==> config.mk <==
export PLATFORM = sky130hd
export DESIGN_NAME = gpg_port
export DESIGN_NICKNAME = d
export VERILOG_FILES = /design/src/verilog/gpg_pin_sync.v /design/src/verilog/gpg_port.v /design/src/verilog/gpg_wake_detect.v
export VERILOG_INCLUDE_DIRS = /design/src /design/src/verilog
export SDC_FILE = /design/constraint.sdc
export NUM_CORES = 1
export LEC_CHECK = 0
export ABC_AREA = 1
export BUFFER_PORTS_ARGS = -buffer_cell sky130_fd_sc_hd__buf_2
export CELL_PAD_IN_SITES_DETAIL_PLACEMENT = 1
export CELL_PAD_IN_SITES_GLOBAL_PLACEMENT = 1
export CORE_MARGIN = 2
export CORE_UTILIZATION = 27
export DETAILED_ROUTE_END_ITERATION = 8
export PLACE_DENSITY_LB_ADDON = 0.1
export SYNTH_ARGS = -nofsm -noshare
export SYNTH_HDL_FRONTEND = slang
export SYNTH_HIERARCHICAL = 1
export SYNTH_SLANG_ARGS = --single-unit
==> constraint.sdc <==
create_clock -name mclk_i -period 1.42 [get_ports mclk_i]
set_clock_uncertainty 0.15 [all_clocks]
set_input_delay 0.142 -clock mclk_i [delete_from_list [all_inputs] [get_ports mclk_i]]
set_output_delay 0.142 -clock mclk_i [all_outputs]
set_load 0.01 [all_outputs]
==> src/verilog/gpg_port_map.vh <==
`ifndef GPG_PORT_MAP_VH
`define GPG_PORT_MAP_VH

// ==========================================================
// register byte offsets
`define GPG_OFF_DIR 12'h000
`define GPG_OFF_OUT 12'h004
`define GPG_OFF_IN 12'h008
`define GPG_OFF_CTRL 12'h00c

// ==========================================================
// control register fields
`define GPG_CTRL_PUOFF_BIT 0

// ==========================================================
// reset values
`define GPG_RST_DIR 8'h00
`define GPG_RST_OUT 8'h00
`define GPG_RST_PUOFF 1'b0

`endif

==> src/verilog/gpg_pin_sync.v <==
`timescale 1ns/1ps

// ==========================================================
// falling-edge flop plus rising-edge flop synchroniser, one per pin
module gpg_pin_sync #(
	parameter WIDTH = 8
) (
	input  wire             mclk_i,
	input  wire             nrst_i,
	input  wire [WIDTH-1:0] din_i,
	output wire [WIDTH-1:0] sync_o
);

	genvar g;
	generate
		for (g = 0; g < WIDTH; g = g + 1) begin : g_bit
			reg latch_q;
			reg sync_q;
			// hold stage closes on falling edge
			// same value at the flop as a clock-high latch, without the edge race
			always @(negedge mclk_i or negedge nrst_i) begin
				if (!nrst_i)
					latch_q <= 1'b0;
				else
					latch_q <= din_i[g];
			end
			// rising edge capture
			always @(posedge mclk_i or negedge nrst_i) begin
				if (!nrst_i)
					sync_q <= 1'b0;
				else
					sync_q <= latch_q;
			end
			assign sync_o[g] = sync_q;
		end
	endgenerate

endmodule // gpg_pin_sync

==> src/verilog/gpg_port.v <==
// Operation
// input bit shows synchronised pin level in any direction.
// pin passes a clock-high latch, then into input bit on rising edge; the code uses a falling-edge flop in place of the latch.
// external transition reaches input bit after half to one and half periods.
// software-driven value reaches input bit one period after the write.
// software must idle one instruction before reading back a written pin.
// sleep clamp forces digital input low before the Schmitt trigger.
// external interrupt enabled pins escape the clamp; others are clamped.
// high disabled async edge interrupt pin flags on wake from clamp.
// pull-ups are off while reset is active.
// pull-up on for dir,out,puoff = 010 unless override selects override value.
// driver enable follows direction override when enabled, else direction bit.
// driven value comes from value override when enabled, else output bit.
// toggle override inverts the output register bit.
// input enable follows its override when enabled, else sleep state.
// alternate functions get input after Schmitt, before synchroniser.
// analog link connects straight to the pad, bypassing digital gating.
// unused override inputs are tied inactive by the owning module.
// register strobes shared per port; clock, clamp, pull-up off global.
// direction one drives output bit; direction zero makes an input.
// writing one to input register bit toggles the output bit.
// pins tri-state at once when reset asserts, without clock.
// global pull-up off disables every pull-up; an enabled pull-up override still sets pullup_en_o from its value.
`timescale 1ns/1ps
`include "gpg_port_map.vh"

module gpg_port #(
	parameter PIN_COUNT = 8
) (
	input  wire                 mclk_i,
	input  wire                 nrst_i,
	// APB slave
	input  wire                 psel,
	input  wire                 penable,
	input  wire                 pwrite,
	input  wire [11:0]          paddr,
	input  wire [31:0]          pwdata,
	output reg  [31:0]          prdata,
	output wire                 pready,
	output wire                 pslverr,
	// pad side
	input  wire [PIN_COUNT-1:0] pad_in_i,
	output wire [PIN_COUNT-1:0] pad_out_o,
	output wire [PIN_COUNT-1:0] pad_oe_o,
	output wire [PIN_COUNT-1:0] pullup_en_o,
	// sleep controller and external interrupts
	input  wire                 sleep_clamp_i,
	input  wire [PIN_COUNT-1:0] ext_int_en_i,
	input  wire [PIN_COUNT-1:0] ext_int_async_edge_i,
	output wire [PIN_COUNT-1:0] ext_int_flag_set_o,
	// alternate function overrides
	input  wire [PIN_COUNT-1:0] pullup_override_en_i,
	input  wire [PIN_COUNT-1:0] pullup_override_val_i,
	input  wire [PIN_COUNT-1:0] direction_override_en_i,
	input  wire [PIN_COUNT-1:0] direction_override_val_i,
	input  wire [PIN_COUNT-1:0] pin_value_override_en_i,
	input  wire [PIN_COUNT-1:0] pin_value_override_val_i,
	input  wire [PIN_COUNT-1:0] toggle_override_en_i,
	input  wire [PIN_COUNT-1:0] input_enable_override_en_i,
	input  wire [PIN_COUNT-1:0] input_enable_override_val_i,
	output wire [PIN_COUNT-1:0] alt_fn_sampled_input_o,
	output wire [PIN_COUNT-1:0] analog_pad_link_o
);

	// ==========================================================
	// register state
	reg  [PIN_COUNT-1:0] pin_direction_bit_q;
	reg  [PIN_COUNT-1:0] pin_direction_bit_d;
	reg  [PIN_COUNT-1:0] pin_output_bit_q;
	reg  [PIN_COUNT-1:0] pin_output_bit_d;
	reg                  global_pullup_off_q;
	reg                  global_pullup_off_d;
	wire [PIN_COUNT-1:0] pin_input_bit;

	// ==========================================================
	// APB decode
	wire        apb_setup;
	wire        apb_access;
	wire        apb_wr;
	wire        hit_dir;
	wire        hit_out;
	wire        hit_in;
	wire        hit_ctrl;
	wire        hit_any;
	reg  [31:0] rd_mux;

	assign apb_setup  = psel & ~penable;
	assign apb_access = psel & penable;
	assign apb_wr     = apb_access & pwrite & hit_any;
	assign hit_dir    = (paddr == `GPG_OFF_DIR);
	assign hit_out    = (paddr == `GPG_OFF_OUT);
	assign hit_in     = (paddr == `GPG_OFF_IN);
	assign hit_ctrl   = (paddr == `GPG_OFF_CTRL);
	assign hit_any    = hit_dir | hit_out | hit_in | hit_ctrl;

	// zero wait states: answer in the first access cycle
	assign pready  = 1'b1;
	assign pslverr = apb_access & ~hit_any;

	always @(*) begin
		rd_mux = 32'h00000000;
		case (1'b1)
			hit_dir:  rd_mux[PIN_COUNT-1:0] = pin_direction_bit_q;
			hit_out:  rd_mux[PIN_COUNT-1:0] = pin_output_bit_q;
			// read regardless of direction
			hit_in:   rd_mux[PIN_COUNT-1:0] = pin_input_bit;
			hit_ctrl: rd_mux[`GPG_CTRL_PUOFF_BIT] = global_pullup_off_q;
			default:  rd_mux = 32'h00000000;
		endcase
	end

	// read data captured in setup so it leaves a flop
	always @(posedge mclk_i or negedge nrst_i) begin
		if (!nrst_i)
			prdata <= 32'h00000000;
		else if (apb_setup && !pwrite)
			prdata <= rd_mux;
	end

	// ==========================================================
	// register updates
	wire [PIN_COUNT-1:0] sw_toggle;

	// write one to input bit toggles
	assign sw_toggle = (apb_wr && hit_in) ? pwdata[PIN_COUNT-1:0] : {PIN_COUNT{1'b0}};

	always @(*) begin
		pin_direction_bit_d = pin_direction_bit_q;
		pin_output_bit_d    = pin_output_bit_q;
		global_pullup_off_d = global_pullup_off_q;
		// one strobe per register for all pins
		if (apb_wr && hit_dir)
			pin_direction_bit_d = pwdata[PIN_COUNT-1:0];
		if (apb_wr && hit_out)
			pin_output_bit_d = pwdata[PIN_COUNT-1:0];
		if (apb_wr && hit_ctrl)
			global_pullup_off_d = pwdata[`GPG_CTRL_PUOFF_BIT];
		// toggle override inverts bit
		pin_output_bit_d = pin_output_bit_d ^ (sw_toggle | toggle_override_en_i);
	end

	// async reset clears direction
	always @(posedge mclk_i or negedge nrst_i) begin
		if (!nrst_i) begin
			pin_direction_bit_q <= `GPG_RST_DIR;
			pin_output_bit_q    <= `GPG_RST_OUT;
			global_pullup_off_q <= `GPG_RST_PUOFF;
		end else begin
			pin_direction_bit_q <= pin_direction_bit_d;
			pin_output_bit_q    <= pin_output_bit_d;
			global_pullup_off_q <= global_pullup_off_d;
		end
	end

	// ==========================================================
	// per pin pad control
	wire [PIN_COUNT-1:0] input_enable;
	wire [PIN_COUNT-1:0] schmitt_out;

	genvar g;
	generate
		for (g = 0; g < PIN_COUNT; g = g + 1) begin : g_pin
			wire drv_en;
			wire pu_norm;
			wire sleep_kill;

			// absent overrides tied low stay inactive
			// driver enable selection
			assign drv_en = direction_override_en_i[g] ? direction_override_val_i[g]
				: pin_direction_bit_q[g];
			// tri-state gated by reset
			assign pad_oe_o[g] = nrst_i & drv_en;
			// driven value selection
			assign pad_out_o[g] = pin_value_override_en_i[g] ? pin_value_override_val_i[g]
				: pin_output_bit_q[g];

			// pull-up truth table
			assign pu_norm = ~pin_direction_bit_q[g] & pin_output_bit_q[g] & ~global_pullup_off_q;
			// pull-up off in reset
			assign pullup_en_o[g] = nrst_i & (pullup_override_en_i[g] ? pullup_override_val_i[g]
				: pu_norm);

			// clamp unless interrupt enabled
			assign sleep_kill = sleep_clamp_i & ~ext_int_en_i[g];
			// input enable override
			assign input_enable[g] = input_enable_override_en_i[g] ? input_enable_override_val_i[g]
				: ~sleep_kill;
			// clamp to ground before Schmitt
			assign schmitt_out[g] = pad_in_i[g] & input_enable[g];
		end
	endgenerate

	// unsynchronised input to alternates
	assign alt_fn_sampled_input_o = schmitt_out;
	// raw pad level to analog link
	assign analog_pad_link_o = pad_in_i;

	// ==========================================================
	// input synchroniser
	// latch timing sets delay
	gpg_pin_sync #(
		.WIDTH (PIN_COUNT)
	) u_sync (
		.mclk_i (mclk_i),
		.nrst_i (nrst_i),
		.din_i  (schmitt_out),
		.sync_o (pin_input_bit)
	);

	// ==========================================================
	// wake edge flags
	gpg_wake_detect #(
		.WIDTH (PIN_COUNT)
	) u_wake (
		.mclk_i               (mclk_i),
		.nrst_i               (nrst_i),
		.sleep_clamp_i        (sleep_clamp_i),
		.pin_level_i          (pad_in_i),
		.ext_int_en_i         (ext_int_en_i),
		.ext_int_async_edge_i (ext_int_async_edge_i),
		.ext_int_flag_set_o   (ext_int_flag_set_o)
	);

endmodule // gpg_port

==> src/verilog/gpg_wake_detect.v <==
`timescale 1ns/1ps

// ==========================================================
// flags edge interrupts produced by releasing the clamp
module gpg_wake_detect #(
	parameter WIDTH = 8
) (
	input  wire             mclk_i,
	input  wire             nrst_i,
	input  wire             sleep_clamp_i,
	input  wire [WIDTH-1:0] pin_level_i,
	input  wire [WIDTH-1:0] ext_int_en_i,
	input  wire [WIDTH-1:0] ext_int_async_edge_i,
	output reg  [WIDTH-1:0] ext_int_flag_set_o
);

	reg sleep_q;

	always @(posedge mclk_i or negedge nrst_i) begin
		if (!nrst_i) begin
			sleep_q            <= 1'b0;
			ext_int_flag_set_o <= {WIDTH{1'b0}};
		end else begin
			sleep_q <= sleep_clamp_i;
			// clamp release seen as edge
			if (sleep_q && !sleep_clamp_i)
				ext_int_flag_set_o <= pin_level_i & ~ext_int_en_i & ext_int_async_edge_i;
			else
				ext_int_flag_set_o <= {WIDTH{1'b0}};
		end
	end

endmodule // gpg_wake_detect
; Yosys cells after proc, flatten, opt, wreduce, memory -nomap -nowiden
; Cells that the tools add are included.
[word_totals]
regBits = 50
input_bits = 146
out_inout_bits = 82
[op_classes]
n_eq_ne = 3
muxes = 42
bitwise = 88
n_reduce_logical = 9
[op_table]
columns = cell, count
row1 = $and 1x1->1, 53
row2 = $mux 1, 36
row3 = $not 1->1, 27
row4 = $eq 12x4->1 const B, 2
row5 = $mux 8, 3
row6 = $mux 7, 3
row7 = $and 8x8->8, 2
row8 = $eq 12x3->1 const B, 1
row9 = $logic_not 12->1, 1
row10 = $not 8->8, 1
row11 = $or 8x8->8, 1
row12 = $xor 8x8->8, 1
row13 = $logic_and 1x1->1, 6
row14 = $or 1x1->1, 3
row15 = $logic_not 1->1, 2

; Longest topological paths before layout
[logic_depth]
word_depth = 9
mapped_depth = 10
depth_no_buf = 9

; Cells and area by module
; The synthesis kept the hierarchy.
[modules_own_cells]
columns = mod, n_inst, cells_per_inst, area_each_um2, seq_area_each_um2
row1 = gpg_port, 1, 360, 2339.7, 625.6
row2 = gpg_pin_sync, 1, 24, 460.4, 400.4
row3 = gpg_wake_detect, 1, 35, 340.3, 225.2

==> summary.txt <==
Logic synthesis
  • Most used standard cells in the synthesized netlist: 85 x sky130_fd_sc_hd__nand2_1, 76 x sky130_fd_sc_hd__inv_1, 42 x sky130_fd_sc_hd__buf_4, 42 x sky130_fd_sc_hd__dfrtp_1, 31 x sky130_fd_sc_hd__nand3_1
  • Number of instances in the synthesized netlist: between 400 and 500
  • FF+latch count, synth: 50
  • Cell area after synthesis: 3140 um2
  • Most frequently used cell type in the post-synthesis netlist: sky130_fd_sc_hd__nand2_1
  • Number of warnings reported in the yosys synthesis log: 6
  • Sequential cell area fraction in the yosys report: 0.398
  • Flip-flop cell with the highest count after synthesis: sky130_fd_sc_hd__dfrtp_1
  • Top cell type by total area after synthesis: sky130_fd_sc_hd__dfrtp_1
  • Async S/R FF share, synth: 1.00
  • Distinct cell type count after synthesis: 33
  • Synth top area share: 0.335
  • Mean Syn Cell Area: between 7 and 8 um2
  • Synth area leaders: sky130_fd_sc_hd__dfrtp_1 33%, sky130_fd_sc_hd__nand2_1 10%, sky130_fd_sc_hd__buf_4 10%
  • EDFF count, synth: 0

Floorplan
  • Die footprint: ~13000 um2
  • Initial Utilization: 0.276
  • Die Height: between 100 and 150 um
  • Width of the die: about 110 um
  • # rows: 39
  • Core area: 11400 um2
  • I/O Pins: ~230

Outcome
  • Result of the run: finished, violations left
  • Failing checks: negative hold slack, negative setup slack

Global routing
  • Met3 Usage GRT: 0.0430
  • Number of antenna violations at the first check in global routing: 0
  • Number of global-route vias before repair: around 3700
  • Met1 global-route usage: 0.205
  • Global routing usage summed across all routing layers: 0.175
  • Overflow left after global routing: 0
  • Grt peak-use layer: met2
  • First-pass GRT wire length: 17.8 mm
  • Grt met2 use: 0.322
  • Largest net degree at the start of global routing: 29

Clock network
  • CTS tree: done
  • Total number of clock tree sinks: 50
  • Clock tree root buffer cell: sky130_fd_sc_hd__clkbuf_16
  • Buffers from clock root to sink, at most: 2
  • Clk_lat worst skew: 310 ps
  • TritonCTS Buffers: 5
  • Clock transition at path regs: 70 ps
  • H-tree levels: 2

Worst setup path
  • Setup crit start kind: register
  • Worst-case register-to-register setup slack: around 80 ps
  • Startpoint-to-endpoint class of the critical path: register to output port
  • Data arrival, critical path: roughly 1300 ps
  • Peak fanout along the critical path: 3
  • Critical path data required time: roughly 1100 ps
  • Worst Reg2Reg Path Length in Cells: 0
  • Kind of capture point of the worst setup path: output port

Job
  • Maxcap violations: 0

STA
  • Worst-margin pin slew: around 630 ps
  • RSZ-0062 raised after global routing: true
  • Time the worst path needs with I/O delays and setup: about 1600 ps
  • Number of endpoints failing setup at the final stage: 11
  • Timing-limited maximum frequency: approximately 0.63 GHz
  • Smallest setup slack after layout: -166 ps
  • Max-slew violation count: 0
  • Final hold violation count: 1
  • Setup total negative slack: -1040 ps
  • Worst Hold Margin: -32.1 ps
  • Max-slew headroom: 0.581
  • Final critical-path share of the clock period: 1.12

Final layout
  • Non-Filler Cell Area, Final: just over 5000 um2
  • Non-filler cells, final: between 700 and 800
  • Layout Nets: 795
  • Area growth from synthesis to layout: 60.0%
  • Share of post-route cells with drive strength above 1: 0.445
  • Antenna Diode Count: 0

Route
  • DR DRC count: 0
  • Via count of the routed design: roughly 3500
  • First DRT Iteration DRCs: just under 80
  • Per-cell routed wire length: 13.7 um
  • Detail-routed via count per cell: 4.35
  • WL final: 10.8 mm
  • Antenna viol nets, final: 0
  • Pre-antenna DRT Iters: 4

Pwr
  • Power density over cell area: around 750 nW/um2
  • Leakage power figure: approximately 2.9 nW
  • VDD IR max: between 500 and 600 uV

Placed design
  • Worst slack, placed: -137 ps
  • Routability congestion estimate from global placement: just over 0.8
  • Total placed instance area: approximately 4400 um2
  • Number of input and output port buffers inserted: 178
  • Post-detailed-placement half-perimeter wirelength: ~8.5 mm
  • Placed cell count: roughly 740

Min path
  • Tightest Hold Check Type: input port to register
  • Count of cells along the worst hold path: 4
metal layers:
| layer | vias up | routed length, um |
|---|---|---|
| met4 | 0 | 136 |
| li1 | 1722 | - |
| met2 | 124 | 5580 |
| met5 | - | 0 |
| met1 | 1593 | 4350 |
| met3 | 11 | 754 |
where the power goes:
part | switching, mW | internal (mW)
Clock | 0.549 | 0.764
Combinational | 0.459 | 0.425
Sequential | 0.0499 | 1.50
state kept, by name (all words and copies together), names as in the netlist:
register,cells
pin_output_bit_q,8
prdata,8
pin_direction_bit_q,8
u_wake/sleep_q,1
u_sync/g_bit.sync_q,8
u_sync/g_bit.latch_q,8
global_pullup_off_q,1
u_wake/ext_int_flag_set_o,8
final timing paths:
path | from | endpoint
worst min-delay path | ext_int_en_i[0] | u_wake/ext_int_flag_set_o[0]$_DFF_PN0_
min in group asynchronous | nrst_i | u_sync/g_bit[0].latch_q$_DFF_NN0_
max in group asynchronous | nrst_i | global_pullup_off_q$_DFFE_PN0P_
worst max-delay path | global_pullup_off_q$_DFFE_PN0P_ | pullup_en_o[4]
worst min register to register | prdata[3]$_DFFE_PN0P_ | prdata[3]$_DFFE_PN0P_
worst max register to register | u_sync/g_bit[0].latch_q$_DFF_NN0_ | u_sync/g_bit[0].sync_q$_DFF_PN0_
cell families after synthesis:
logic type	count (synthesis)	share of synthesized area
other	2	0.00239
multiplexers	2	0.00717
buffers and inverters	125	0.205
AO/OA/AOI/OAI	78	0.146
flip-flops	50	0.398
AND/OR/NAND/NOR	162	0.241
stage by stage:
stage | power (mW) | utilization
after global placement | 2.33 | 0.387
final | 3.75 | 0.442
after detailed placement | 2.36 | 0.387
after floorplan | 2.01 | -
after CTS | 3.76 | 0.432
after global routing | 3.95 | 0.442
placed cells by master (no fill, tap or decap), types with 4 or more instances in the layout:
master	count
sky130_fd_sc_hd__a21oi_1	11
sky130_fd_sc_hd__a31oi_1	4
sky130_fd_sc_hd__a31oi_4	9
sky130_fd_sc_hd__buf_12	7
sky130_fd_sc_hd__buf_2	176
sky130_fd_sc_hd__buf_4	36
sky130_fd_sc_hd__clkbuf_16	6
sky130_fd_sc_hd__conb_1	25
sky130_fd_sc_hd__dfrtn_1	8
sky130_fd_sc_hd__dfrtp_1	39
sky130_fd_sc_hd__dlygate4sd3_1	24
sky130_fd_sc_hd__inv_1	62
sky130_fd_sc_hd__inv_2	7
sky130_fd_sc_hd__inv_4	8
sky130_fd_sc_hd__nand2_1	85
sky130_fd_sc_hd__nand3_1	31
sky130_fd_sc_hd__nor2_1	27
sky130_fd_sc_hd__nor2_4	4
sky130_fd_sc_hd__o211ai_1	6
sky130_fd_sc_hd__o21ai_0	11
sky130_fd_sc_hd__o21ai_1	13
sky130_fd_sc_hd__o21ai_2	8
sky130_fd_sc_hd__o21bai_1	8
area by class of cell:
cell class / instances / area (um2)
Fill cell: 1436 / 6340
Clock inverter: 2 / 13.8
Multi-Input combinational cell: 267 / 1540
Clock buffer: 6 / 150
Inverter: 78 / 318
Tap cell: 143 / 179
Timing Repair inverter: 1 / 5.00
Sequential cell: 50 / 1250
Timing Repair Buffer: 246 / 1570
timing repair:
action | 4_1_cts | 5_1_grt
gates resized for setup | 11 | 19
gates cloned | 1 | 0
hold buffers | 26 | 2
pin swaps | 1 | 7
setup endpoints to repair | 17 | 23
setup buffers | 8 | 7
endpoints found under the hold margin | 58 | 2
critical path, stage by stage, from the launching register on:
cell and delay, ps:
sky130_fd_sc_hd__dfrtp_2 450, sky130_fd_sc_hd__buf_6 140, sky130_fd_sc_hd__nor2_4 60, sky130_fd_sc_hd__nand3b_1 70, sky130_fd_sc_hd__a21oi_1 130, sky130_fd_sc_hd__buf_2 160
Power figures use the tool's default switching activity.
